===== src/hw/ufs_pkg.sv =====
// package: register map, field layout and reset values of the uart fifo shadow block
package ufs_pkg;
    // ------------------------------------------------------------
    // register byte addresses
    // ------------------------------------------------------------
    localparam logic [31:0] UFS_OFS_DMA_MODE = 32'h5000_1194;
    localparam logic [31:0] UFS_OFS_FIFO_ON = 32'h5000_1198;
    localparam logic [31:0] UFS_OFS_RX_TRIG = 32'h5000_119c;
    localparam logic [31:0] UFS_OFS_TX_TRIG = 32'h5000_11a0;
    localparam logic [31:0] UFS_OFS_FCW = 32'h5000_11b0;
    localparam logic [31:0] UFS_OFS_IRQ_STAT = 32'h5000_11b4;
    localparam logic [31:0] UFS_OFS_IRQ_MASK = 32'h5000_11b8;
    // ------------------------------------------------------------
    // fifo_control_word fields
    // ------------------------------------------------------------
    localparam int UFS_FCW_FIFO_ON = 0;
    localparam int UFS_FCW_RX_RST = 1;
    localparam int UFS_FCW_TX_RST = 2;
    localparam int UFS_FCW_DMA = 3;
    localparam int UFS_FCW_TXT_LO = 4;
    localparam int UFS_FCW_RXT_LO = 6;
    localparam logic [7:0] UFS_FCW_RESET = 8'h00;
    // self-clearing reset bits never stay set in the stored word
    localparam logic [7:0] UFS_FCW_STORE_MASK = 8'hf9;
    // ------------------------------------------------------------
    // interrupt status / mask bits
    // ------------------------------------------------------------
    localparam int UFS_IRQ_W = 3;
    localparam int UFS_IRQ_RX_TRIG = 0;
    localparam int UFS_IRQ_TX_LOW = 1;
    localparam int UFS_IRQ_FIFO_RST = 2;
    localparam logic [2:0] UFS_IRQ_RESET = 3'h0;
    // ------------------------------------------------------------
    // trigger codes
    // ------------------------------------------------------------
    typedef enum logic [1:0] {
        UFS_RXT_ONE = 2'b00,
        UFS_RXT_HALF_A = 2'b01,
        UFS_RXT_HALF_B = 2'b10,
        UFS_RXT_TWO_LESS = 2'b11
    } ufs_rx_trig_t;
    typedef enum logic [1:0] {
        UFS_TXT_EMPTY = 2'b00,
        UFS_TXT_TWO = 2'b01,
        UFS_TXT_HALF = 2'b10,
        UFS_TXT_QUARTER = 2'b11
    } ufs_tx_trig_t;
endpackage


===== src/hw/ufs_shadow.sv =====
// module: fifo control shadow registers with wishbone slave, dma requests and interrupt
//
// Design decision made here: the Wishbone register port.
module ufs_shadow
    import ufs_pkg::*;
#(
    parameter int DEPTH = 16,
    parameter int LW = $clog2(DEPTH + 1)
) (
    input wire logic clk_i,
    input wire logic rst_i,
    input wire logic wb_cyc_i,
    input wire logic wb_stb_i,
    input wire logic wb_we_i,
    input wire logic [31:0] wb_adr_i,
    input wire logic [3:0] wb_sel_i,
    input wire logic [31:0] wb_dat_i,
    output logic [31:0] wb_dat_o,
    output logic wb_ack_o,
    input wire logic [LW-1:0] rx_level_i,
    input wire logic [LW-1:0] tx_level_i,
    input wire logic tx_low_mode_i,
    output logic fifo_on_o,
    output logic dma_mode_o,
    output logic [1:0] rx_trig_o,
    output logic [1:0] tx_trig_o,
    output logic receive_queue_reset_o,
    output logic transmit_queue_reset_o,
    output logic rx_data_avail_o,
    output logic tx_holding_empty_irq_o,
    output logic rx_dma_req_n_o,
    output logic tx_dma_req_n_o,
    output logic irq_o
);
    import ufs_pkg::*;

    // ------------------------------------------------------------
    // bus decode
    // ------------------------------------------------------------
    logic ack_q;
    wire req = wb_cyc_i & wb_stb_i & ~ack_q;
    wire wr = req & wb_we_i & wb_sel_i[0];
    wire hit_dma = wb_adr_i == UFS_OFS_DMA_MODE;
    wire hit_on = wb_adr_i == UFS_OFS_FIFO_ON;
    wire hit_rxt = wb_adr_i == UFS_OFS_RX_TRIG;
    wire hit_txt = wb_adr_i == UFS_OFS_TX_TRIG;
    wire hit_fcw = wb_adr_i == UFS_OFS_FCW;
    wire hit_stat = wb_adr_i == UFS_OFS_IRQ_STAT;
    wire hit_mask = wb_adr_i == UFS_OFS_IRQ_MASK;

    // ------------------------------------------------------------
    // fifo control word
    // ------------------------------------------------------------
    logic [7:0] fcw_q;
    logic [7:0] fcw_d;
    always_comb begin
        fcw_d = fcw_q;
        if (wr && hit_dma) begin
            fcw_d[UFS_FCW_DMA] = wb_dat_i[0];
        end
        if (wr && hit_on) begin
            fcw_d[UFS_FCW_FIFO_ON] = wb_dat_i[0];
        end
        if (wr && hit_rxt) begin
            fcw_d[UFS_FCW_RXT_LO +: 2] = wb_dat_i[1:0];
        end
        if (wr && hit_txt) begin
            fcw_d[UFS_FCW_TXT_LO +: 2] = wb_dat_i[1:0];
        end
        if (wr && hit_fcw) begin
            fcw_d = wb_dat_i[7:0] & UFS_FCW_STORE_MASK;
        end
    end

    wire fifo_on = fcw_q[UFS_FCW_FIFO_ON];
    wire dma_mode = fcw_q[UFS_FCW_DMA];
    wire [1:0] rxt = fcw_q[UFS_FCW_RXT_LO +: 2];
    wire [1:0] txt = fcw_q[UFS_FCW_TXT_LO +: 2];
    // a falling enable clears both controllers at once
    wire on_fall = fifo_on & ~fcw_d[UFS_FCW_FIFO_ON];
    wire fcw_wr = wr & hit_fcw;
    wire rx_rst_d = on_fall | (fcw_wr & wb_dat_i[UFS_FCW_RX_RST]);
    wire tx_rst_d = on_fall | (fcw_wr & wb_dat_i[UFS_FCW_TX_RST]);

    // ------------------------------------------------------------
    // thresholds
    // ------------------------------------------------------------
    localparam logic [LW-1:0] LV_ONE = LW'(1);
    localparam logic [LW-1:0] LV_TWO = LW'(2);
    localparam logic [LW-1:0] LV_HALF = LW'(DEPTH / 2);
    localparam logic [LW-1:0] LV_QUART = LW'(DEPTH / 4);
    localparam logic [LW-1:0] LV_NFULL = LW'(DEPTH - 2);
    localparam logic [LW-1:0] LV_FULL = LW'(DEPTH);
    localparam logic [LW-1:0] LV_ZERO = LW'(0);

    wire [LW-1:0] rx_thr = (rxt == UFS_RXT_ONE) ? LV_ONE :
        (rxt == UFS_RXT_TWO_LESS) ? LV_NFULL : LV_HALF;
    wire [LW-1:0] tx_thr = (txt == UFS_TXT_EMPTY) ? LV_ZERO :
        (txt == UFS_TXT_TWO) ? LV_TWO :
        (txt == UFS_TXT_HALF) ? LV_HALF : LV_QUART;
    // without fifos a single character is the only meaningful level
    wire rx_hit = fifo_on ? (rx_level_i >= rx_thr) : (rx_level_i >= LV_ONE);
    wire tx_low = (fifo_on && tx_low_mode_i) ? (tx_level_i <= tx_thr) :
        (tx_level_i == LV_ZERO);

    // ------------------------------------------------------------
    // dma request signalling
    // ------------------------------------------------------------
    logic rx_req_q;
    logic tx_req_q;
    logic rx_req_d;
    logic tx_req_d;
    always_comb begin
        rx_req_d = rx_req_q;
        tx_req_d = tx_req_q;
        if (!dma_mode) begin
            rx_req_d = rx_level_i >= LV_ONE;
            tx_req_d = tx_level_i == LV_ZERO;
        end else begin
            // mode 1 holds the request until the queue drains or fills
            if (rx_hit) begin
                rx_req_d = 1'b1;
            end else if (rx_level_i == LV_ZERO) begin
                rx_req_d = 1'b0;
            end
            if (tx_low) begin
                tx_req_d = 1'b1;
            end else if (tx_level_i >= LV_FULL) begin
                tx_req_d = 1'b0;
            end
        end
        if (rx_rst_d) begin
            rx_req_d = 1'b0;
        end
        if (tx_rst_d) begin
            tx_req_d = 1'b0;
        end
    end

    // ------------------------------------------------------------
    // interrupt status and mask
    // ------------------------------------------------------------
    logic [UFS_IRQ_W-1:0] stat_q;
    logic [UFS_IRQ_W-1:0] mask_q;
    logic rx_hit_q;
    logic tx_low_q;
    wire [UFS_IRQ_W-1:0] ev = {on_fall, tx_low & ~tx_low_q, rx_hit & ~rx_hit_q};
    wire [UFS_IRQ_W-1:0] clr = (wr && hit_stat) ? wb_dat_i[UFS_IRQ_W-1:0] : '0;
    // set beats a simultaneous write-one clear
    wire [UFS_IRQ_W-1:0] stat_d = (stat_q & ~clr) | ev;
    wire [UFS_IRQ_W-1:0] mask_d = (wr && hit_mask) ? wb_dat_i[UFS_IRQ_W-1:0] : mask_q;

    // ------------------------------------------------------------
    // read mux
    // ------------------------------------------------------------
    wire [31:0] rdata = hit_dma ? {31'h0, dma_mode} :
        hit_on ? {31'h0, fifo_on} :
        hit_rxt ? {30'h0, rxt} :
        hit_txt ? {30'h0, txt} :
        hit_fcw ? {24'h0, fcw_q} :
        hit_stat ? {29'h0, stat_q} :
        hit_mask ? {29'h0, mask_q} : 32'h0;

    // ------------------------------------------------------------
    // registers
    // ------------------------------------------------------------
    always_ff @(posedge clk_i) begin
        if (rst_i) begin
            ack_q <= 1'b0;
            wb_dat_o <= 32'h0;
            fcw_q <= UFS_FCW_RESET;
            stat_q <= UFS_IRQ_RESET;
            mask_q <= UFS_IRQ_RESET;
        end else begin
            ack_q <= wb_cyc_i & wb_stb_i & ~ack_q;
            wb_dat_o <= req ? rdata : 32'h0;
            fcw_q <= fcw_d;
            stat_q <= stat_d;
            mask_q <= mask_d;
        end
    end

    always_ff @(posedge clk_i) begin
        if (rst_i) begin
            rx_hit_q <= 1'b0;
            tx_low_q <= 1'b0;
            rx_req_q <= 1'b0;
            tx_req_q <= 1'b0;
            rx_dma_req_n_o <= 1'b1;
            tx_dma_req_n_o <= 1'b1;
            receive_queue_reset_o <= 1'b0;
            transmit_queue_reset_o <= 1'b0;
            irq_o <= 1'b0;
        end else begin
            rx_hit_q <= rx_hit;
            tx_low_q <= tx_low;
            rx_req_q <= rx_req_d;
            tx_req_q <= tx_req_d;
            // request pins get their own flops so the controller never sees a glitch
            rx_dma_req_n_o <= ~rx_req_d;
            tx_dma_req_n_o <= ~tx_req_d;
            receive_queue_reset_o <= rx_rst_d;
            transmit_queue_reset_o <= tx_rst_d;
            irq_o <= |(stat_d & mask_d);
        end
    end

    // ------------------------------------------------------------
    // outputs
    // ------------------------------------------------------------
    assign wb_ack_o = ack_q;
    assign fifo_on_o = fcw_q[UFS_FCW_FIFO_ON];
    assign dma_mode_o = fcw_q[UFS_FCW_DMA];
    assign rx_trig_o = fcw_q[UFS_FCW_RXT_LO +: 2];
    assign tx_trig_o = fcw_q[UFS_FCW_TXT_LO +: 2];
    assign rx_data_avail_o = rx_hit_q;
    assign tx_holding_empty_irq_o = tx_low_q;
endmodule


===== config.mk =====
export PLATFORM = sky130hd
export DESIGN_NAME = ufs_shadow
export DESIGN_NICKNAME = d
export VERILOG_FILES = /design/src/hw/ufs_pkg.sv /design/src/hw/ufs_shadow.sv
export SDC_FILE = /design/constraint.sdc
export NUM_CORES = 1
export LEC_CHECK = 0
export BUFFER_PORTS_ARGS = -buffer_cell sky130_fd_sc_hd__buf_2
export CELL_PAD_IN_SITES_DETAIL_PLACEMENT = 1
export CELL_PAD_IN_SITES_GLOBAL_PLACEMENT = 2
export CORE_MARGIN = 5
export CORE_UTILIZATION = 21
export DETAILED_ROUTE_END_ITERATION = 10
export GPL_TIMING_DRIVEN = 0
export PLACE_DENSITY = 0.83
export RECOVER_POWER = 25
export SYNTH_ARGS = -nofsm -noshare
export SYNTH_HDL_FRONTEND = slang
export SYNTH_SLANG_ARGS = --single-unit

===== constraint.sdc =====
create_clock -name clk_i -period 2.2 [get_ports clk_i]
set_input_delay 0.22 -clock clk_i [delete_from_list [all_inputs] [get_ports clk_i]]
set_output_delay 0.22 -clock clk_i [all_outputs]
set_load 0.05 [all_outputs]

==> results of run 1 <==
==> registers in the layout, summed over array words and instances (netlist names) <==
signal / cells
wb_dat_o: 8
rx_req_q: 1
wb_ack_o: 1
receive_queue_reset_o: 1
mask_q: 3
irq_o: 1
tx_holding_empty_irq_o: 1
fcw_q: 6
rx_data_avail_o: 1
rx_dma_req_n_o: 1
tx_req_q: 1
tx_dma_req_n_o: 1
transmit_queue_reset_o: 1
stat_q: 3
==> cell usage after synthesis, types with 4 or more instances <==
cell type / count / area share (%)
dfxtp_1: 30 / 31
nor2_1: 28 / 5.5
buf_4: 24 / 9.4
nand2_1: 12 / 2.4
and2_1: 10 / 3.3
nand4_1: 10 / 3.3
mux2i_1: 8 / 4.2
ha_1: 7 / 4.6
nor4_1: 7 / 2.3
clkbuf_1: 6 / 1.2
inv_1: 6 / 1.2
a21oi_1: 5 / 1.3
a31oi_1: 4 / 1.3
nand2b_1: 4 / 1.3
nand3_1: 4 / 1.0
nor2b_1: 4 / 1.3
nor3_1: 4 / 1.0
o21ai_0: 4 / 1.0
==> final timing paths <==
kind	start	to	slack [ps]
max	fcw_q[7]$_SDFFE_PP0P_	irq_o$_SDFF_PP0_	130
min	rst_i	tx_dma_req_n_o$_SDFF_PP1_	240
max reg2reg	fcw_q[7]$_SDFFE_PP0P_	irq_o$_SDFF_PP0_	130
min reg2reg	mask_q[2]$_SDFF_PP0_	wb_dat_o[2]$_SDFF_PP0_	470
==> per-stage QoR <==
stage	area [sq um]	utilization [%]	TNS [ps]	instances
5_1_grt	2670	30.4	0	448
2_1_floorplan	2000	-	0	250
4_1_cts	2630	29.9	0	443
6_report	2670	30.4	0	448
3_5_place_dp	2520	28.7	-239	435
3_3_place_gp	2520	28.7	-214	435
==> critical path: cells and delay by family (launching register included) <==
kind / cells / cell delay, ps
AOI/OAI and AO/OA: 5 / 1060
DFF: 1 / 360
and+or+nand+nor: 2 / 300
adders and majority gates: 1 / 240
==> logic make-up (layout without fill, tap and decap cells) <==
kind of cell    Yosys count  count (layout)  share of synthesized area, %
simple gates            107             107                          33.3
buf+inv                  39             129                          12.5
compound gates           31              31                          11.7
flops                    30              30                          31.4
mux                      10              10                          5.36
fa+ha+maj                 7               7                          4.57
xor+xnor                  2               2                         0.915
other cells               1              24                         0.196
==> report_power, final <==
| part | switching [uW] | internal [uW] | leakage, uW |
|---|---|---|---|
| combinational | 185 | 100 | 0.000922 |
| clock | 201 | 252 | 0.0000482 |
| sequential | 2.85 | 548 | 0.000246 |
| total | 389 | 900 | 0.00122 |
==> what timing repair did <==
item | CTS | global route
pin swaps | 0 | 5
buffers inserted | 0 | 5
endpoints found under the setup margin | 3 | 6
gates resized for setup | 2 | 9
==> layout make-up <==
type	instances	share of cell area, %
clock inverter	1	0.187
clock buffer	7	3.23
tap	108	5.05
timing repair buffer	82	15.1
multi-input combinational	181	44.5
sequential	30	22.8
inverter	6	0.842
buffer	33	8.19
==> per-layer routing <==
layer / wire, um / vias up / global-route usage, %
met3: 571 / 2 / 4.40
met2: 3320 / 88 / 21.6
li1: - / 1000 / -
met5: 0 / - / 0
met4: 19 / 0 / 2.06
met1: 2830 / 953 / 13.9
==> flow_metrics.tcl, run 1 <==
set metrics [dict create \
    dr.pass1.iters 4 \
    place_hpwl_um 5670 \
    gp_congestion 0.826 \
    cts_root_buf "clkbuf_8" \
    hold_path.class "in -> reg" \
    syn_to_final_growth_pct 39.7 \
    cts_tree "done" \
    cp.arrival_ps 2230 \
    die_x_um 105 \
    required_ps 2360 \
    synth_ff_type "dfxtp_1" \
    dp_slack_ps -100 \
    rsz0062_at_grt "false" \
    final_common_cell "buf_2" \
    maxSlewHeadroom_pct 55.5 \
    fmax_mhz 484 \
    cts_max_path_buffers 2 \
    grt_max_degree 11 \
    drv_cap 0 \
    clock_sinks 30 \
    grt_overflow_total 0 \
    synth_edf_count 0 \
    clock_skew_ps 6.45 \
    num_rows 34 \
    synth_cells 227 \
    initial_core_util_pct 21.7 \
    yosys_warnings 0 \
    clk_latency_ps 280 \
    core-area_sq_um 8810 \
    grt_util_all_layers_pct 12.1 \
    cp_common_cell "a21o_1" \
    boundaryPins 130 \
    power_uw 1290 \
    drt-total-wl_um 6740 \
    seq_area_sq_um 611 \
    die_area_sq_um 11100 \
    final-setup-viol-count 0 \
    worstPathCellList "nor2_1, ha_1, nand2b_1, a21o_1, a21o_1, a31oi_4, o2bb2ai_1, a221o_1" \
    drcViolationCount 0 \
    ys_seq_area_share_pct 31.4 \
    drt_iter0_drc 113 \
    cp_slowest_cell "dfxtp_2" \
    vias_per_cell 4.56 \
    fin_crit_ps 2070 \
    final_cell_mix "buf_2, nor2_1, buf_4" \
    status "finished clean" \
    clk_pin_slew_ps 60 \
    p_per_area_nw_per_um2 482 \
    whs_path_depth 2 \
    drt.antenna.violating_nets 0 \
    fin_ws_ps 133 \
    synth.ff_latch_count 30 \
    avgSynthCellArea_sq_um 8.43 \
    first_global_vias 2274 \
    synthDistinctLibCells 50 \
    vias 2043 \
    drv_slew 0 \
    cp_max_fo 6 \
    worstSetupPathType "reg -> reg" \
    syn_area_sq_um 1910 \
    cts-htree-levels 2 \
    min_period_over_period_pct 93.9 \
    port_buffers 77 \
    post_drt_wl_per_cell_um 15.0 \
    holdWs_ps 239 \
    die_h_um 105 \
    total_leakage_power_uw 0.00122 \
    layout.nets 430 \
    antenna_found_initial 0 \
    reg2reg_depth 8 \
    worst_pin_slew_ps 662 \
    grt_pass1_wl_um 10900 \
    vdd_drop_max_uv 178 \
    multi_input_area_sq_um 1190 \
    hold_buffers 0 \
    cpPeakStageDelay_ps 360 \
    async_reset_ff_share_pct 0 \
    diodes 0 \
    worst_setup_path_start_kind "flop" \
    end_kind "flop" \
    nFillCells 1084 \
    drive_gt1_share_pct 35.3 \
    cts-buffers-inserted 5 \
    hold_viol_final 0 \
]
Note: power is estimated with default switching activity, not from simulation.
==> inputs of run 2 (changes only) <==
--- a/config.mk
+++ b/config.mk
@@ -14,6 +14,8 @@
 export GPL_TIMING_DRIVEN = 0
 export PLACE_DENSITY = 0.83
 export RECOVER_POWER = 25
+export SETUP_SLACK_MARGIN = 0.5
+export SKIP_LAST_GASP = 1
 export SYNTH_ARGS = -nofsm -noshare
 export SYNTH_HDL_FRONTEND = slang
 export SYNTH_SLANG_ARGS = --single-unit
==> flow_metrics.tcl, run 2 (synthesized netlist as in run 1, its figures left out) <==
set metrics [dict create \
    status "finished clean" \
    first_global_vias 2318 \
    met3_length_um 383 \
    cp_max_fo 4 \
    vias 2081 \
    vdd_drop_max_uv 235 \
    top_layer_used "met4" \
    hold_buffers 0 \
    crit_start "fcw_q[4]$_SDFFE_PP0P_" \
    drv_cap 0 \
    cts_max_path_buffers 2 \
    cts_tree "done" \
    required_ps 2420 \
    min_period_over_period_pct 90.2 \
    wl_met2_um 3710 \
    wl_met1_um 2870 \
    layout.nets 444 \
    end_kind "flop" \
    drive_gt1_share_pct 49.2 \
    final_cell_mix "buf_2, buf_4, conb_1, dfxtp_1, nor2_1" \
    grt_overflow_total 0 \
    core-area_sq_um 8810 \
    reg2reg_depth 9 \
    syn_to_final_growth_pct 62.4 \
    worst_pin_slew_ps 635 \
    antenna_found_initial 0 \
    final_core_util_pct 35.3 \
    endpoint "irq_o$_SDFF_PP0_" \
    rrSetupSlack_ps 220 \
    r2r_start "fcw_q[4]$_SDFFE_PP0P_" \
    detailed_place.area_sq_um 2620 \
    largest_reg_flops 8 \
    drcViolationCount 0 \
    hold_path.class "in -> reg" \
    total_leakage_power_uw 0.00142 \
    diodes 0 \
    fin_crit_ps 1980 \
    place_hpwl_um 5560 \
    drt_iter0_drc 77 \
    post_drt_wl_per_cell_um 15.2 \
    clk_latency_ps 280 \
    drt.antenna.violating_nets 0 \
    grt_max_degree 11 \
    boundaryPins 130 \
    rsz0062_at_grt "true" \
    port_buffers 77 \
    min-delay-start "rst_i" \
    fin_cells 462 \
    maxSlewHeadroom_pct 57.9 \
    cts_root_buf "clkbuf_8" \
    drt-total-wl_um 7040 \
    dp_cells 435 \
    regToRegEndpoint "irq_o$_SDFF_PP0_" \
    nFillCells 1051 \
    final_common_cell "buf_2" \
    die_h_um 105 \
    vias_per_cell 4.50 \
    gp_congestion 0.887 \
    fmax_mhz 504 \
    top_regs "wb_dat_o x8, fcw_q x6" \
    final-setup-viol-count 0 \
    hold_viol_final 0 \
    clock_skew_ps 4.35 \
    grt_util_all_layers_pct 12.3 \
    worstSetupPathType "reg -> reg" \
    clock_sinks 30 \
    num_rows 34 \
    drv_slew 0 \
    initial_core_util_pct 21.7 \
    dr.pass1.iters 4 \
    finalInstanceArea_sq_um 3110 \
    p_per_area_nw_per_um2 457 \
    cp.arrival_ps 2210 \
    die_area_sq_um 11100 \
    largest_register "wb_dat_o" \
    worst_setup_path_start_kind "flop" \
    die_x_um 105 \
    clk_pin_slew_ps 70 \
    cts-buffers-inserted 5 \
    grt_pass1_wl_um 11100 \
    cts-htree-levels 2 \
]
[run 2: area by class of cell]
| cell class | instances | area, sq um | share of cell area (%) |
|---|---|---|---|
| inverters | 6 | 22.5 | 0.725 |
| flip-flops and latches | 30 | 621 | 20.0 |
| clock buffers | 5 | 68.8 | 2.21 |
| multi-input cells | 181 | 1470 | 47.1 |
| repair buffers | 96 | 527 | 16.9 |
| plain buffers | 33 | 229 | 7.37 |
| clock inverters | 3 | 40.0 | 1.29 |
| well taps | 108 | 135 | 4.35 |
[run 2: per-stage QoR]
stage          total power, uW  setup WS, ps  setup TNS [ps]  hold WS, ps
2_1_floorplan              760           237               0          325
3_3_place_gp               838         -65.0            -223          469
3_5_place_dp               844         -84.9            -290          476
4_1_cts                   1410           203               0          263
5_1_grt                   1490           105               0          259
6_report                  1420           215               0          274
[run 2: what timing repair did]
| action | in CTS | in global routing |
|---|---|---|
| endpoints found under the setup margin | 25 | 20 |
| gates resized for setup | 23 | 27 |
| setup buffers | 13 | 6 |
| pin swaps | 20 | 12 |
| hold endpoints to repair | 0 | 0 |
[run 2: worst max-delay path: stages, from the launching register on]
cell and delay, ps:
dfxtp_4 350, nand2b_4 140, ha_4 160, nor4bb_4 240, o211ai_1 120, o211a_1 150, buf_4 150, o32a_1 320
a21oi_2 150, a221o_1 140
[run 2: worst min-delay path by stage]
stage	endpoint	cells after the start	slack, ps
2_1_floorplan	rx_dma_req_n_o$_SDFF_PP1_	1	330
3_3_place_gp	wb_dat_o[2]$_SDFF_PP0_	2	470
3_5_place_dp	wb_dat_o[2]$_SDFF_PP0_	2	480
4_1_cts	rx_dma_req_n_o$_SDFF_PP1_	2	260
5_1_grt	rx_dma_req_n_o$_SDFF_PP1_	2	260
6_report	rx_dma_req_n_o$_SDFF_PP1_	2	270
[run 2: metal layers]
| metal | track usage (%) | up-vias |
|---|---|---|
| met4 | 2.34 | 0 |
| met1 | 14.4 | 980 |
| met2 | 22.3 | 66 |
| met5 | 0 | - |
| met3 | 3.85 | 6 |
| li1 | - | 1029 |
[run 2: power by group]
group | internal (uW) | switching [uW] | leakage, uW
logic | 117 | 202 | 0.00111
clock network | 333 | 221 | 0.0000579
registers | 544 | 3.38 | 0.000248
total | 994 | 427 | 0.00142
